[src/hdl/wdtps_cfg.svh]
// Purpose: constants of the watchdog with postscaler
// Assumes: 10 MHz clk_sys, 32-bit APB
// Notes:   register offsets are word indices, byte address is four times
`ifndef WDTPS_CFG_SVH
`define WDTPS_CFG_SVH
`define WDTPS_CLK_NS        100
`define WDTPS_OSC_NS        1000
`define WDTPS_OSC_CYC       (`WDTPS_OSC_NS / `WDTPS_CLK_NS)
`define WDTPS_IDX_CFG       30'h0000_2007
`define WDTPS_IDX_OPT       30'h0000_0081
`define WDTPS_IDX_STAT      30'h0000_0200
`define WDTPS_IDX_IRQ       30'h0000_0201
`define WDTPS_IDX_MASK      30'h0000_0202
`define WDTPS_CFG_RST       8'hff
`define WDTPS_OPT_RST       8'hff
`define WDTPS_CFG_WATCHDOG_ENABLE_CFG_BIT  2
`define WDTPS_OPT_ASSN_BIT  3
`define WDTPS_OPT_RATE_LSB  0
`define WDTPS_IRQ_RESET_BIT 0
`define WDTPS_IRQ_WAKE_BIT  1
`endif

[src/hdl/wdtps_pkg.sv]
// Purpose: types of the watchdog with postscaler
// Assumes: nothing
// Notes:   states of the core power mode
`default_nettype none
package wdtps_pkg;
   typedef enum logic [0:0] {
      WDTPS_RUN,
      WDTPS_SLEEP
   } wdtps_mode_t;
   typedef logic [7:0] wdtps_byte_t;
endpackage : wdtps_pkg
`default_nettype wire

[src/hdl/wdtps_top.sv]
// Purpose: watchdog timer with shared scaler, APB register access
// Assumes: instruction strobes are one-cycle pulses synchronous to clk_sys
// Notes:   watchdog oscillator modelled as an enable from a divider
//
// The APB slave port was chosen for this implementation.
`default_nettype none
`include "wdtps_cfg.svh"

module wdtps_top (
   input  wire logic        clk_sys,
   input  wire logic        resetn,
   input  wire logic        psel,
   input  wire logic        penable,
   input  wire logic        pwrite,
   input  wire logic [31:0] paddr,
   input  wire logic [31:0] pwdata,
   output logic      [31:0] prdata,
   output logic             pready,
   output logic             pslverr,
   input  wire logic        clear_watchdog_instr,
   input  wire logic        sleep_instr,
   input  wire logic        t0_inc_in,
   output logic             t0_tick_out,
   output logic             wdt_reset_req,
   output logic             wake_out,
   output logic             timeout_flag,
   output logic             powerdown_flag,
   output logic             osc_drive_en,
   output logic             in_sleep,
   output logic             irq
);

   ////////////////////////////////////////////////////////////////////////
   // dividing mask: (2^(rate+extra))-1
   function automatic logic [7:0] rate_mask(input logic [2:0] rate,
                                            input logic       extra);
      logic [8:0] one_hot;
      one_hot   = 9'h001 << ({1'b0, rate} + {3'h0, extra});
      rate_mask = one_hot[7:0] - 8'h01;
      if (one_hot[8]) begin
         rate_mask = 8'hff;
      end
   endfunction : rate_mask

   ////////////////////////////////////////////////////////////////////////
   // registers
   wdtps_pkg::wdtps_byte_t    configuration_word_reg;
   wdtps_pkg::wdtps_byte_t    option_control_reg;
   logic [1:0]                irq_status_reg;
   logic [1:0]                irq_mask_reg;
   logic [1:0]                irq_status_next;
   wdtps_pkg::wdtps_mode_t    mode_reg;
   logic [3:0]                osc_div_reg;
   logic [7:0]                watchdog_counter_reg;
   logic [7:0]                scaler_reg;
   logic                      timeout_flag_reg;
   logic                      powerdown_flag_reg;
   logic                      reset_req_reg;
   logic                      wake_reg;
   logic [31:0]               prdata_reg;

   ////////////////////////////////////////////////////////////////////////
   // decode
   wire        acc_phase  = psel & penable;
   wire [29:0] word_idx   = paddr[31:2];
   wire        hit_cfg    = (word_idx == `WDTPS_IDX_CFG);
   wire        hit_opt    = (word_idx == `WDTPS_IDX_OPT);
   wire        hit_stat   = (word_idx == `WDTPS_IDX_STAT);
   wire        hit_irq    = (word_idx == `WDTPS_IDX_IRQ);
   wire        hit_mask   = (word_idx == `WDTPS_IDX_MASK);
   wire        hit_any    = hit_cfg | hit_opt | hit_stat | hit_irq | hit_mask;
   wire        wr_stb     = acc_phase & pwrite & hit_any;
   wire        wr_cfg     = wr_stb & hit_cfg;
   wire        wr_opt     = wr_stb & hit_opt;
   wire        wr_irq     = wr_stb & hit_irq;
   wire        wr_mask    = wr_stb & hit_mask;

   wire        wdt_enable = configuration_word_reg[`WDTPS_CFG_WATCHDOG_ENABLE_CFG_BIT];
   wire        scaler_assign = option_control_reg[`WDTPS_OPT_ASSN_BIT];
   wire [2:0]  scale_rate = option_control_reg[`WDTPS_OPT_RATE_LSB +: 3];
   wire        sleeping   = (mode_reg == wdtps_pkg::WDTPS_SLEEP);

   // oscillator tick runs regardless of core mode
   wire        osc_tick   = (osc_div_reg == 4'(`WDTPS_OSC_CYC - 1));
   wire        wdt_clear  = clear_watchdog_instr | sleep_instr;
   wire        cnt_ovf    = wdt_enable & osc_tick & (watchdog_counter_reg == 8'hff);
   wire [7:0]  wdt_mask   = scaler_assign ? rate_mask(scale_rate, 1'b0) : 8'h00;
   wire [7:0]  t0_mask    = rate_mask(scale_rate, 1'b1);
   wire        scaler_end = ((scaler_reg & wdt_mask) == wdt_mask);
   wire        timeout    = cnt_ovf & scaler_end & ~wdt_clear;
   wire        t0_scaled  = ~scaler_assign & t0_inc_in &
                            ((scaler_reg & t0_mask) == t0_mask);

   ////////////////////////////////////////////////////////////////////////
   // watchdog oscillator divider
   always_ff @(posedge clk_sys or negedge resetn) begin
      if (!resetn) begin
         osc_div_reg <= 4'h0;
      end else if (osc_tick) begin
         osc_div_reg <= 4'h0;
      end else begin
         osc_div_reg <= osc_div_reg + 4'h1;
      end
   end

   // watchdog counter
   always_ff @(posedge clk_sys or negedge resetn) begin
      if (!resetn) begin
         watchdog_counter_reg <= 8'h00;
      end else if (wdt_clear || !wdt_enable) begin
         watchdog_counter_reg <= 8'h00;
      end else if (osc_tick) begin
         watchdog_counter_reg <= watchdog_counter_reg + 8'h01;
      end
   end

   // shared scaler: postscaler for the watchdog, prescaler for Timer0
   always_ff @(posedge clk_sys or negedge resetn) begin
      if (!resetn) begin
         scaler_reg <= 8'h00;
      end else if (scaler_assign && wdt_clear) begin
         scaler_reg <= 8'h00;
      end else if (scaler_assign && cnt_ovf) begin
         scaler_reg <= scaler_end ? 8'h00 : scaler_reg + 8'h01;
      end else if (!scaler_assign && t0_inc_in) begin
         scaler_reg <= scaler_reg + 8'h01;
      end
   end

   ////////////////////////////////////////////////////////////////////////
   // power mode and status flags
   always_ff @(posedge clk_sys or negedge resetn) begin
      if (!resetn) begin
         mode_reg <= wdtps_pkg::WDTPS_RUN;
      end else if (timeout && sleeping) begin
         mode_reg <= wdtps_pkg::WDTPS_RUN;
      end else if (sleep_instr) begin
         mode_reg <= wdtps_pkg::WDTPS_SLEEP;
      end
   end

   always_ff @(posedge clk_sys or negedge resetn) begin
      if (!resetn) begin
         timeout_flag_reg   <= 1'b1;
         powerdown_flag_reg <= 1'b1;
      end else if (timeout) begin
         timeout_flag_reg   <= 1'b0;
         powerdown_flag_reg <= sleeping ? 1'b0 : 1'b1;
      end else if (sleep_instr) begin
         timeout_flag_reg   <= 1'b1;
         powerdown_flag_reg <= 1'b0;
      end else if (clear_watchdog_instr) begin
         timeout_flag_reg   <= 1'b1;
         powerdown_flag_reg <= 1'b1;
      end
   end

   // reset and wake requests are one-cycle pulses
   always_ff @(posedge clk_sys or negedge resetn) begin
      if (!resetn) begin
         reset_req_reg <= 1'b0;
         wake_reg      <= 1'b0;
      end else begin
         reset_req_reg <= timeout & ~sleeping;
         wake_reg      <= timeout & sleeping;
      end
   end

   // Timer0 tick held in a flop to keep data outputs registered
   logic t0_tick_reg;
   always_ff @(posedge clk_sys or negedge resetn) begin
      if (!resetn) begin
         t0_tick_reg <= 1'b0;
      end else begin
         t0_tick_reg <= t0_scaled;
      end
   end

   ////////////////////////////////////////////////////////////////////////
   // software registers
   always_ff @(posedge clk_sys or negedge resetn) begin
      if (!resetn) begin
         configuration_word_reg <= `WDTPS_CFG_RST;
         option_control_reg     <= `WDTPS_OPT_RST;
         irq_mask_reg           <= 2'h0;
      end else begin
         if (wr_cfg) begin
            configuration_word_reg <= pwdata[7:0];
         end
         if (wr_opt) begin
            option_control_reg <= pwdata[7:0];
         end
         if (wr_mask) begin
            irq_mask_reg <= pwdata[1:0];
         end
      end
   end

   // sticky events, write one to clear, a new event beats the clear
   always_comb begin
      irq_status_next = irq_status_reg;
      if (wr_irq) begin
         irq_status_next = irq_status_reg & ~pwdata[1:0];
      end
      irq_status_next[`WDTPS_IRQ_RESET_BIT] = irq_status_next[`WDTPS_IRQ_RESET_BIT] | reset_req_reg;
      irq_status_next[`WDTPS_IRQ_WAKE_BIT]  = irq_status_next[`WDTPS_IRQ_WAKE_BIT] | wake_reg;
   end

   always_ff @(posedge clk_sys or negedge resetn) begin
      if (!resetn) begin
         irq_status_reg <= 2'h0;
      end else begin
         irq_status_reg <= irq_status_next;
      end
   end

   // read data registered in the setup cycle so the access phase is ready
   wire [31:0] rd_mux = hit_cfg  ? {24'h0, configuration_word_reg} :
                        hit_opt  ? {24'h0, option_control_reg} :
                        hit_stat ? {29'h0, sleeping, powerdown_flag_reg,
                                    timeout_flag_reg} :
                        hit_irq  ? {30'h0, irq_status_reg} :
                        hit_mask ? {30'h0, irq_mask_reg} : 32'h0;

   always_ff @(posedge clk_sys or negedge resetn) begin
      if (!resetn) begin
         prdata_reg <= 32'h0;
      end else if (psel && !penable && !pwrite) begin
         prdata_reg <= rd_mux;
      end
   end

   ////////////////////////////////////////////////////////////////////////
   // outputs
   assign prdata         = prdata_reg;
   assign pready         = 1'b1;
   assign pslverr        = acc_phase & ~hit_any;
   assign t0_tick_out    = t0_tick_reg;
   assign wdt_reset_req  = reset_req_reg;
   assign wake_out       = wake_reg;
   assign timeout_flag   = timeout_flag_reg;
   assign powerdown_flag = powerdown_flag_reg;
   assign osc_drive_en   = ~sleeping;
   assign in_sleep       = sleeping;
   assign irq            = |(irq_status_reg & irq_mask_reg);
endmodule : wdtps_top
`default_nettype wire

[config.mk]
export PLATFORM = sky130hd
export DESIGN_NAME = wdtps_top
export DESIGN_NICKNAME = d
export VERILOG_FILES = /design/src/hdl/wdtps_pkg.sv /design/src/hdl/wdtps_top.sv
export VERILOG_INCLUDE_DIRS = /design/src /design/src/hdl
export SDC_FILE = /design/constraint.sdc
export NUM_CORES = 1
export LEC_CHECK = 0
export BUFFER_PORTS_ARGS = -buffer_cell sky130_fd_sc_hd__buf_4
export CAP_MARGIN = 20
export CORE_MARGIN = 8
export CORE_UTILIZATION = 50
export DETAILED_ROUTE_END_ITERATION = 10
export GPL_TIMING_DRIVEN = 0
export HOLD_SLACK_MARGIN = 0.12
export PLACE_DENSITY = 0.9
export SYNTH_ARGS = -nofsm -noshare
export SYNTH_HDL_FRONTEND = slang
export SYNTH_SLANG_ARGS = --single-unit
[constraint.sdc]
create_clock -name clk_sys -period 4 [get_ports clk_sys]
set_input_delay 0.2 -clock clk_sys [delete_from_list [all_inputs] [get_ports clk_sys]]
set_output_delay 0.2 -clock clk_sys [all_outputs]
set_load 0.01 [all_outputs]
### Yosys cells after proc, flatten, opt, wreduce, memory -nomap -nowiden

Cells that the tools add are included.

| word-level totals | value |
|---|---|
| register bits after elaboration | 78 |
| bits in latches | 0 |
| bits in writable memories | 0 |
| ROM bits | 0 |
| output and inout bits | 42 |
| logic and storage cells | 103 |
| memories | 0 |

| operators by class | value |
|---|---|
| add/sub/neg operators | 6 |
| multiply operators | 0 |
| div/mod/pow operators | 0 |
| order comparisons | 0 |
| equal/unequal tests | 9 |
| shift-type cells | 2 |
| muxes and demuxes | 24 |
| bitwise logic cells | 32 |
| reduce and logical (&&, ||, !) cells | 16 |

Operators with widths:

| kind | count |
|---|---|
| 30-bit by 10-bit equality test with 1-bit output (second input constant) | 3 |
| 8-bit 2-to-1 mux | 11 |
| 30-bit by 14-bit equality test with 1-bit output (second input constant) | 1 |
| 30-bit by 8-bit equality test with 1-bit output (second input constant) | 1 |
| 8-bit by 1-bit adder with 8-bit output (second input constant) | 2 |
| 1-bit AND | 16 |
| 8-bit AND | 2 |
| 8-bit equality test | 2 |
| 8-bit by 1-bit subtractor with 8-bit output (second input constant) | 2 |
| 1-bit by 3-bit left shift with 9-bit output (first input constant) | 1 |
| 1-bit by 4-bit left shift with 9-bit output (first input constant) | 1 |
| 8-bit equality test (second input constant) | 1 |
| 1-bit 2-to-1 mux | 8 |
| 1-bit OR | 7 |
| 1-bit logical AND | 6 |
| 2-bit 2-to-1 mux | 3 |
| 3-bit nonzero test | 2 |
| 3-bit by 1-bit adder with 4-bit output (second input constant) | 1 |
| 4-bit by 1-bit adder with 4-bit output (second input constant) | 1 |
| 2-bit AND | 2 |
| 4-bit equality test (second input constant) | 1 |
| 1-bit logical NOT | 4 |
| 4-bit 2-to-1 mux | 1 |
| 1-bit NOT | 4 |
| other kinds (5) | 6 |

### Depth between registers and ports, before layout

Gate-level depths: netlist of run 1.

| depth | value |
|---|---|
| depth in word-level cells | 10 |
| gate-level depth with buffers | 11 |

### Least setup slack after synthesis of run 1

Ideal clock, no wire load.

| timing | value |
|---|---|
| path kind | register -> register |
| from | register option_control_reg[0] |
| to | register scaler_reg[2] |
| library setup time | 0.072 ns |
| arrival time | 2.730 ns |
| data required time | 3.928 ns |
| slack | 1.198 ns |
| stages on the path, launching flop included | 11 |
| path buffers | 2 |
| clock period less this slack | 2.802 ns |
| cell sequence | dfstp_2 clkbuf_1 clkbuf_1 nand2_1 ha_1 or4b_2 a21boi_0 a2111o_1 nor3_1 o31a_1 nor2_1 |

| on the way | value |
|---|---|
| cells in the longest elaborated chain, start to end | 9 |

Ends and longest elaborated chain:

| element | RTL line | RTL |
|---|---|---|
| start, declared | wdtps_top.sv:48 | `wdtps_pkg::wdtps_byte_t option_control_reg;` |
| start signal, assigned | wdtps_top.sv:184 | `` option_control_reg <= `WDTPS_OPT_RST; `` |
| start signal, assigned | wdtps_top.sv:191 | `option_control_reg <= pwdata[7:0];` |
| 1-bit by 3-bit left shift with 9-bit output (*) | wdtps_top.sv:38 | `one_hot = 9'h001 << ({1'b0, rate} + {3'h0, extra});` |
| 8-bit by 1-bit subtractor with 8-bit output | wdtps_top.sv:39 | `rate_mask = one_hot[7:0] - 8'h01;` |
| 8-bit 2-to-1 mux (*) | wdtps_top.sv:40 | `if (one_hot[8]) begin` |
| 8-bit 2-to-1 mux (*) | wdtps_top.sv:87 | `wire [7:0] wdt_mask = scaler_assign ? rate_mask(scale_rate, 1'b0) : 8'h00;` |
| 8-bit AND | wdtps_top.sv:89 | `wire scaler_end = ((scaler_reg & wdt_mask) == wdt_mask);` |
| 8-bit equality test (*) | wdtps_top.sv:89 |  |
| 8-bit 2-to-1 mux (*) | wdtps_top.sv:124 | `scaler_reg <= scaler_end ? 8'h00 : scaler_reg + 8'h01;` |
| 8-bit 2-to-1 mux (*) | wdtps_top.sv:123 | `end else if (scaler_assign && cnt_ovf) begin` |
| 8-bit 2-to-1 mux (*) | wdtps_top.sv:121 | `end else if (scaler_assign && wdt_clear) begin` |
| end signal, assigned | wdtps_top.sv:124 |  |
| end signal, assigned | wdtps_top.sv:126 | `scaler_reg <= scaler_reg + 8'h01;` |
| end, declared | wdtps_top.sv:55 | `logic [7:0] scaler_reg;` |

Every way passes the cells marked *; elsewhere a longest branch is shown, timed or not.
A chain may end at the register's enable or synchronous reset.

### Worst setup path in the final report of run 1

| timing | value |
|---|---|
| from | register option_control_reg[0] |
| to | register scaler_reg[5] |

The elaborated chain is that of the path after synthesis.

==> flow_summary.toml, run 1 <==
[outcome]
status = "finished clean"

[placement]
dpl_cell_area_sq_mm = 0.00385
io_buffers = 60
hpwl_microns = 5960
gp_congestion = 0.815
dp_cells = 495
pre_cts_slack_ns = 0.806

[timing]
tns_ns = 0
slew_headroom_pct = 39.2
hold_viol = 0
tightest_slew_ns = 0.910
rsz0062_at_grt = "no"
fin_crit_ns = 3.29
fin_worst_skew_ns = 0.0104
setup_viol = 0
max_freq_mhz = 304
period_share_pct = 82.2
slew_viol_final = 0
hold_ws_ns = 0.138
setup_ws_ns = 0.710

[final_layout]
drive_gt1_share_pct = 33.3
finalNonFillerCells = 510
fin_nets = 508
final_cell_mix = "86 x buf_4, 38 x nor2_1, 36 x dfrtp_1, 33 x nand2_1, 26 x conb_1"
diodes = 0
final_area_sq_mm = 0.00401
syn_to_final_growth_pct = 24.9
postLayoutCoreUtil_pct = 63.9
final_common_cell = "buf_4"

[logic_synthesis]
avgSynthCellArea_sq_um = 9.61
synth-edff-count = 0
ys_warn_count = 0
mappedNetlistArea_sq_mm = 0.00321
ys.flop_type = "dfrtp_1"
ys_seq_elements = 54
synth_cells = 334
async_flop_share_pct = 100
netlist-cell-type-count = 62
ys_seq_area_share_pct = 42.8

[power_and_ir_drop]
power_density_mw_per_mm2 = 298
power.total_mw = 1.19
max-vdd-ir-drop_uv = 193
p_leak_nw = 1.88

[cts]
root_buffer = "clkbuf_8"
hold_buffers = 6
cts-resized-gates = 0
cts_tree = "yes"
cts_max_level = 2
cts_num_sinks = 54
ctsLongestPathBuffers = 2
insertion_delay_ns = 0.32
numCtsBuffers = 5
post_cts_buffers = 0
clkSlewWorstSetupHoldPaths_ns = 0.10

[route]
ant_nets = 0
drt-initial-drc-count = 250
vias = 2714
wl_per_cell_microns = 15.3
detailedRoute.firstPassIterationCount = 4
viasPerCell = 5.32
routed_wl_microns = 7810
drc = 0

[global_routing]
track_usage_pct = 17.1
grt_pass1_wl_microns = 12700
grt_max_degree = 55
gr-total-overflow = 0
antenna_found_initial = 0
grt_pass1_vias = 2732

[min_path]
hold_path_class = "in2reg"

[critical_path]
criticalPathCategory = "reg2reg"
end_kind = "register"
worstPathArrival_ns = 3.54
worstPathCellList = "clkbuf_1 -> clkbuf_1 -> nand2_1 -> ha_1 -> or4b_2 -> a21boi_0 -> a2111o_1 -> nor3_1 -> o31a_1 -> nor2_1"
critPathSlowestCell = "or4b_2"
crit_required_ns = 4.25
crit_fanout = 10
worstSetupStartpointType = "register"
max_stage_delay_ns = 0.67
cp_common_cell = "clkbuf_1"

[floorplanning]
num_rows = 29
die_h_microns = 96.1
dieArea_sq_mm = 0.00924
die_w_microns = 96.1
ios = 114
core_area_sq_mm = 0.00628
start_util_pct = 51.1

[flow_run]
maxCapViolations = 0
-- Yosys cell counts, types with 4 or more instances --
| cell | number | area, sq um |
|---|---|---|
| nor3_1 | 6 | 30.0 |
| xnor2_1 | 5 | 43.8 |
| clkbuf_1 | 9 | 33.8 |
| mux2_2 | 20 | 225 |
| a21oi_1 | 10 | 50.1 |
| nand2b_1 | 4 | 25.0 |
| o21ai_0 | 8 | 40.0 |
| ha_1 | 4 | 50.1 |
| or3_1 | 5 | 31.3 |
| or4_1 | 4 | 30.0 |
| nor2_1 | 38 | 143 |
| nand2_1 | 33 | 124 |
| nand4_1 | 9 | 56.3 |
| buf_4 | 26 | 195 |
| xor2_1 | 7 | 61.3 |
| inv_1 | 10 | 37.5 |
| and3_1 | 4 | 25.0 |
| dfrtp_1 | 36 | 901 |
| a31oi_1 | 5 | 31.3 |
| dfstp_2 | 18 | 473 |
| nand3_1 | 4 | 20.0 |
-- routing by layer --
layer  track usage, %  share of wire, %  up-vias
met5                0                 0        -
met4             6.15               1.8        0
met1             20.6                40     1305
met3             3.35               4.4       15
met2             29.4                54       55
li1                 -                 -     1339
-- where the power goes --
part,leakage (nW),total [mW],internal [mW],switching [mW]
logic,1.19,0.238,0.121,0.118
clock network,0.0491,0.322,0.127,0.194
registers,0.645,0.634,0.589,0.0452
total,1.88,1.19,0.837,0.357
-- final timing paths --
path	from	endpoint	slack, ns	cells past startpoint
min reg2reg	wake_out	irq_status_reg[1]	0.48	1
max reg2reg	option_control_reg[0]	scaler_reg[5]	0.71	10
min	clear_watchdog_instr	timeout_flag	0.14	2
max in group asynchronous	resetn	watchdog_counter_reg[7]	3.12	2
max	option_control_reg[0]	scaler_reg[5]	0.71	10
min in group asynchronous	resetn	osc_div_reg[2]	0.45	2
-- critical path: cells and delay by family (launching register included) --
family                     cells  cell delay [ns]
DFF                            1             0.53
and+or+nand+nor                4             0.97
AOI/OAI and AO/OA              3             0.70
adders and majority gates      1             0.27
buffers and inverters          2             0.76
-- final cells by class --
type                            instances  area, sq um
Fill cell                             498         2270
Multi-Input combinational cell        258         1650
Sequential cell                        54         1370
Timing Repair Buffer                   67          520
Buffer                                 36          240
Tap cell                               77         96.3
Clock buffer                            5         68.8
Inverter                               10         37.5
Clock inverter                          3         23.8
-- cells by family after synthesis --
family | count (synthesis) | share of synthesized area [%]
XOR/XNOR | 12 | 3.27
adder cells (fa/ha/maj) | 4 | 1.56
buffers and inverters | 46 | 8.66
other | 2 | 0.234
flip-flops | 54 | 42.8
AND/OR/NAND/NOR | 141 | 24.2
multiplexers | 23 | 7.95
AO/OA/AOI/OAI | 52 | 11.3
(Power assumes the default switching activity.)
==> run 2, diff against run 1 <==
Clock period 4 ns to 3.2 ns, I/O delays scaled along.
==> run 2 against run 1 <==
First-iteration DRC count stayed put. Routed wire length is 0.51% higher. Critical path depth rose by 1. Combinational power up 26%. Highest routed layer unchanged. Critical path type unchanged.
==> flow_summary.toml, run 2 (synthesized netlist as in run 1, its figures left out) <==
[route]
drt-initial-drc-count = 250
viasPerCell = 5.34
wl_per_cell_microns = 15.3
drc = 0
vias = 2737
ant_nets = 0
routed_wl_microns = 7850
detailedRoute.firstPassIterationCount = 4

[placement]
io_buffers = 60
pre_cts_slack_ns = 0.00635
gp_congestion = 0.815
hpwl_microns = 5960

[floorplanning]
die_h_microns = 96.1
start_util_pct = 51.1
ios = 114
core_area_sq_mm = 0.00628
die_w_microns = 96.1
num_rows = 29
dieArea_sq_mm = 0.00924

[critical_path]
max_stage_delay_ns = 0.54
critical-path-top-delay-family = "compound AO/OA/AOI/OAI gates"
crit_fanout = 10
worstSetupStartpointType = "register"
crit_required_ns = 3.41
end_kind = "register"
worstPathArrival_ns = 3.20
crit_buf_inv = 2
critPathSlowestCell = "dfstp_2"
worstPathCellList = "clkbuf_1 -> clkbuf_2 -> nor2_1 -> nand2_1 -> ha_1 -> or4b_2 -> a21boi_0 -> a2111o_1 -> o21ai_2 -> nand4b_1 -> o21a_1"
criticalPathCategory = "reg2reg"

[power_and_ir_drop]
p_leak_nw = 1.90
power.total_mw = 1.50
max-vdd-ir-drop_uv = 241
power_density_mw_per_mm2 = 370

[global_routing]
grt_max_degree = 55
antenna_found_initial = 0
track_usage_pct = 17.2
grt_pass1_wl_microns = 12800
gr-total-overflow = 0
grt_pass1_vias = 2767

[timing]
slew_headroom_pct = 37.4
tns_ns = 0
slew_viol_final = 0
period_share_pct = 93.4
hold_viol = 0
fin_worst_skew_ns = 0.0106
hold_ws_ns = 0.235
fin_crit_ns = 2.99
setup_viol = 0
max_freq_mhz = 335
setup_ws_ns = 0.212
rsz0062_at_grt = "no"
tightest_slew_ns = 0.937

[cts]
ctsLongestPathBuffers = 2
root_buffer = "clkbuf_8"
post_cts_buffers = 0
cts_max_level = 2
clkSlewWorstSetupHoldPaths_ns = 0.10
cts_num_sinks = 54
insertion_delay_ns = 0.32
cts_tree = "yes"
numCtsBuffers = 5

[final_layout]
syn_to_final_growth_pct = 26.1
final_common_cell = "buf_4"
final_cell_mix = "86 x buf_4, 38 x nor2_1, 36 x dfrtp_1, 33 x nand2_1, 26 x conb_1"
diodes = 0
nFillCells = 496
fin_nets = 511
postLayoutCoreUtil_pct = 64.5
drive_gt1_share_pct = 33.5

[flow_run]
maxCapViolations = 0

[outcome]
status = "finished clean"

[min_path]
hold_path_class = "in2reg"
[run 2: final cells by class]
cell class | instances | area, sq um | share of cell area [%]
multi-input combinational | 258 | 1650 | 40.7
sequential | 54 | 1370 | 33.9
timing repair buffer | 71 | 561 | 13.8
buffer | 35 | 239 | 5.90
tap | 77 | 96.3 | 2.38
clock buffer | 5 | 68.8 | 1.70
inverter | 10 | 37.5 | 0.927
clock inverter | 3 | 23.8 | 0.587
[run 2: worst paths after layout]
| kind | start | endpoint | slack [ns] | cells past startpoint |
|---|---|---|---|---|
| max reg2reg | option_control_reg[1] | in_sleep | 0.21 | 11 |
| max in group asynchronous | resetn | watchdog_counter_reg[7] | 2.36 | 2 |
| max | option_control_reg[1] | in_sleep | 0.21 | 11 |
| min | pwrite | prdata[3] | 0.24 | 4 |
| min reg2reg | wake_out | irq_status_reg[1] | 0.48 | 1 |
| min in group asynchronous | resetn | osc_div_reg[2] | 0.41 | 2 |
[run 2: power by group]
part,total [mW],internal [mW],switching [mW]
Clock,0.401,0.159,0.242
Sequential,0.793,0.736,0.0573
Combinational,0.301,0.154,0.147
Total,1.50,1.05,0.447
[run 2: metal layers]
metal  vias to the layer above  global-route usage, %  part of all wire (%)
li1                       1349                      -                     -
met1                      1303                   20.8                    40
met2                        70                   29.6                    53
met3                        15                   3.43                   5.1
met4                         0                   6.40                   2.0
met5                         -                      0                     0
[run 2: what timing repair did]
item	4_1_cts	5_1_grt
hold buffers	11	0
endpoints found under the setup margin	6	12
endpoints found under the hold margin	56	0
pin swaps	0	0
resized for setup	1	2
[run 2: worst reg2reg max path, delay by kind of cell (launching register included)]
kind	cells	cell delay, ns
AO/OA/AOI/OAI	4	0.93
buffers and inverters	2	0.62
flip-flops	1	0.54
AND/OR/NAND/NOR	4	0.54
adder cells (fa/ha/maj)	1	0.25
[run 2: metrics by stage]
stage          instance area (sq um)  std cells
6_report                        4050        513
5_1_grt                         4050        513
4_1_cts                         4050        514
3_5_place_dp                    3850        495
3_3_place_gp                    3850        495
2_1_floorplan                   3300        358
==> run 3, diff against run 2 <==
Settings changed: REMOVE_ABC_BUFFERS set to 1.
==> run 3 against run 2 <==
Non-clock buffer count fell by 28. Critical path depth down 2. Sequential cell count did not move. Die area unchanged. Utilization decreased by 2.3 points. Cell count down 5.5%.
==> flow_summary.toml, run 3 (synthesized netlist as in run 1, its figures left out) <==
[outcome]
status = "finished clean"

[final_layout]
diodes = 0
final_common_cell = "buf_4"
nFillCells = 501
multiInputGateArea_sq_mm = 0.00166
syn_to_final_growth_pct = 21.6
final_cell_mix = "66 x buf_4, 38 x nor2_1, 36 x dfrtp_1, 33 x nand2_1, 26 x conb_1"
drive_gt1_share_pct = 30.6
final_area_sq_mm = 0.00390
fin_nets = 483
register_area_sq_mm = 0.00138

[cts]
cts_num_sinks = 54
root_buffer = "clkbuf_8"
ctsLongestPathBuffers = 2
clkSlewWorstSetupHoldPaths_ns = 0.10
cts_tree = "yes"
cts_max_level = 2
numCtsBuffers = 5
insertion_delay_ns = 0.31

[global_routing]
gr-total-overflow = 0
track_usage_pct = 16.5
antenna_found_initial = 0
grt_pass1_vias = 2621
grt_pass1_wl_microns = 12200
grt_max_degree = 55

[critical_path]
critical-path-top-delay-family = "compound AO/OA/AOI/OAI gates"
crit_fanout = 6
criticalPathCategory = "reg2reg"
worstPathCellList = "or3_4 -> ha_2 -> nor2_1 -> a221o_1 -> a2111o_1 -> o21ai_4 -> nand2b_1 -> a211o_1 -> dlygate4sd3_1"
crit_buf_inv = 1
worstSetupStartpointType = "register"
end_kind = "register"
crit_required_ns = 3.44
critPathSlowestCell = "dlygate4sd3_1"
worstPathArrival_ns = 3.39
max_stage_delay_ns = 0.57

[route]
detailedRoute.firstPassIterationCount = 4
viasPerCell = 5.54
drt-initial-drc-count = 141
drc = 0
routed_wl_microns = 7870
ant_nets = 0
wl_per_cell_microns = 16.2
vias = 2686

[floorplanning]
core_area_sq_mm = 0.00628
die_h_microns = 96.1
num_rows = 29
die_w_microns = 96.1
ios = 114
dieArea_sq_mm = 0.00924
start_util_pct = 51.1

[power_and_ir_drop]
p_sw_share_pct = 28.1
power.total_mw = 1.53
p_int_mw = 1.10
p_sw_mw = 0.432
max-vdd-ir-drop_uv = 287
pwr-share-seq_pct = 53.1
power_frac_comb_pct = 16.9
p_leak_nw = 1.78
power_density_mw_per_mm2 = 393
power_frac_clock_pct = 30.1

[timing]
max_freq_mhz = 318
setup_viol = 0
fin_worst_skew_ns = 0.0121
tns_ns = 0
hold_viol = 0
period_share_pct = 98.4
slew_viol_final = 0
slew_headroom_pct = 36.1
setup_ws_ns = 0.0523
fin_crit_ns = 3.15
hold_ws_ns = 0.257
tightest_slew_ns = 0.954

[placement]
io_buffers = 62
hpwl_microns = 5690
dpl_cell_area_sq_mm = 0.00363
pre_cts_slack_ns = 0.469
gp_congestion = 0.839

[flow_run]
maxCapViolations = 0

[min_path]
hold_path_class = "in2reg"
run 3: path summary, 6_finish.rpt:
check | end | start | slack [ns] | depth (start not counted)
setup / recovery | timeout_flag | option_control_reg[2] | 0.05 | 9
hold / removal | prdata[4] | pwrite | 0.26 | 3
setup reg to reg | timeout_flag | option_control_reg[2] | 0.05 | 9
hold reg to reg | irq_status_reg[1] | wake_out | 0.48 | 1
max in group asynchronous | osc_div_reg[1] | resetn | 2.34 | 2
min in group asynchronous | watchdog_counter_reg[5] | resetn | 0.41 | 2
run 3: routing by layer:
layer / track usage (%) / vias up / share of wire, %
li1: - / 1287 / -
met1: 19.0 / 1302 / 39
met2: 28.5 / 88 / 52
met3: 3.90 / 9 / 7.4
met4: 7.04 / 0 / 1.2
met5: 0 / - / 0
run 3: power groups by stage:
stage / logic (mW) / registers [mW] / clock network, mW
2_1_floorplan: 0.124 / 0.807 / 0
3_3_place_gp: 0.238 / 0.817 / 0
3_5_place_dp: 0.248 / 0.822 / 0
4_1_cts: 0.260 / 0.810 / 0.471
5_1_grt: 0.290 / 0.821 / 0.502
6_report: 0.259 / 0.814 / 0.461
run 3: worst min-delay path, delay by kind of cell:
family,cells,cell delay (ns)
compound gates,1,0.15
simple gates,1,0.12
buf+inv,1,0.09
run 3: per-stage QoR:
stage | utilization (%) | instances
floorplan | - | 322
global placement | 57.7 | 461
detailed placement | 57.8 | 461
CTS | 61.5 | 481
global route | 62.1 | 485
finish | 62.1 | 485
run 3: area by class of cell:
cell class	instances	area share (%)
clock buffers	5	1.76
well taps	77	2.47
inverters	10	0.962
repair buffers	78	15.8
flip-flops and latches	54	35.3
multi-input cells	258	42.6
clock inverters	3	1.09
run 3: what timing repair did:
action | in CTS | in global routing
endpoints found under the hold margin | 53 | 0
gates resized for setup | 0 | 3
buffers inserted | 0 | 4
hold buffers | 12 | 0
setup endpoints to repair | 0 | 1
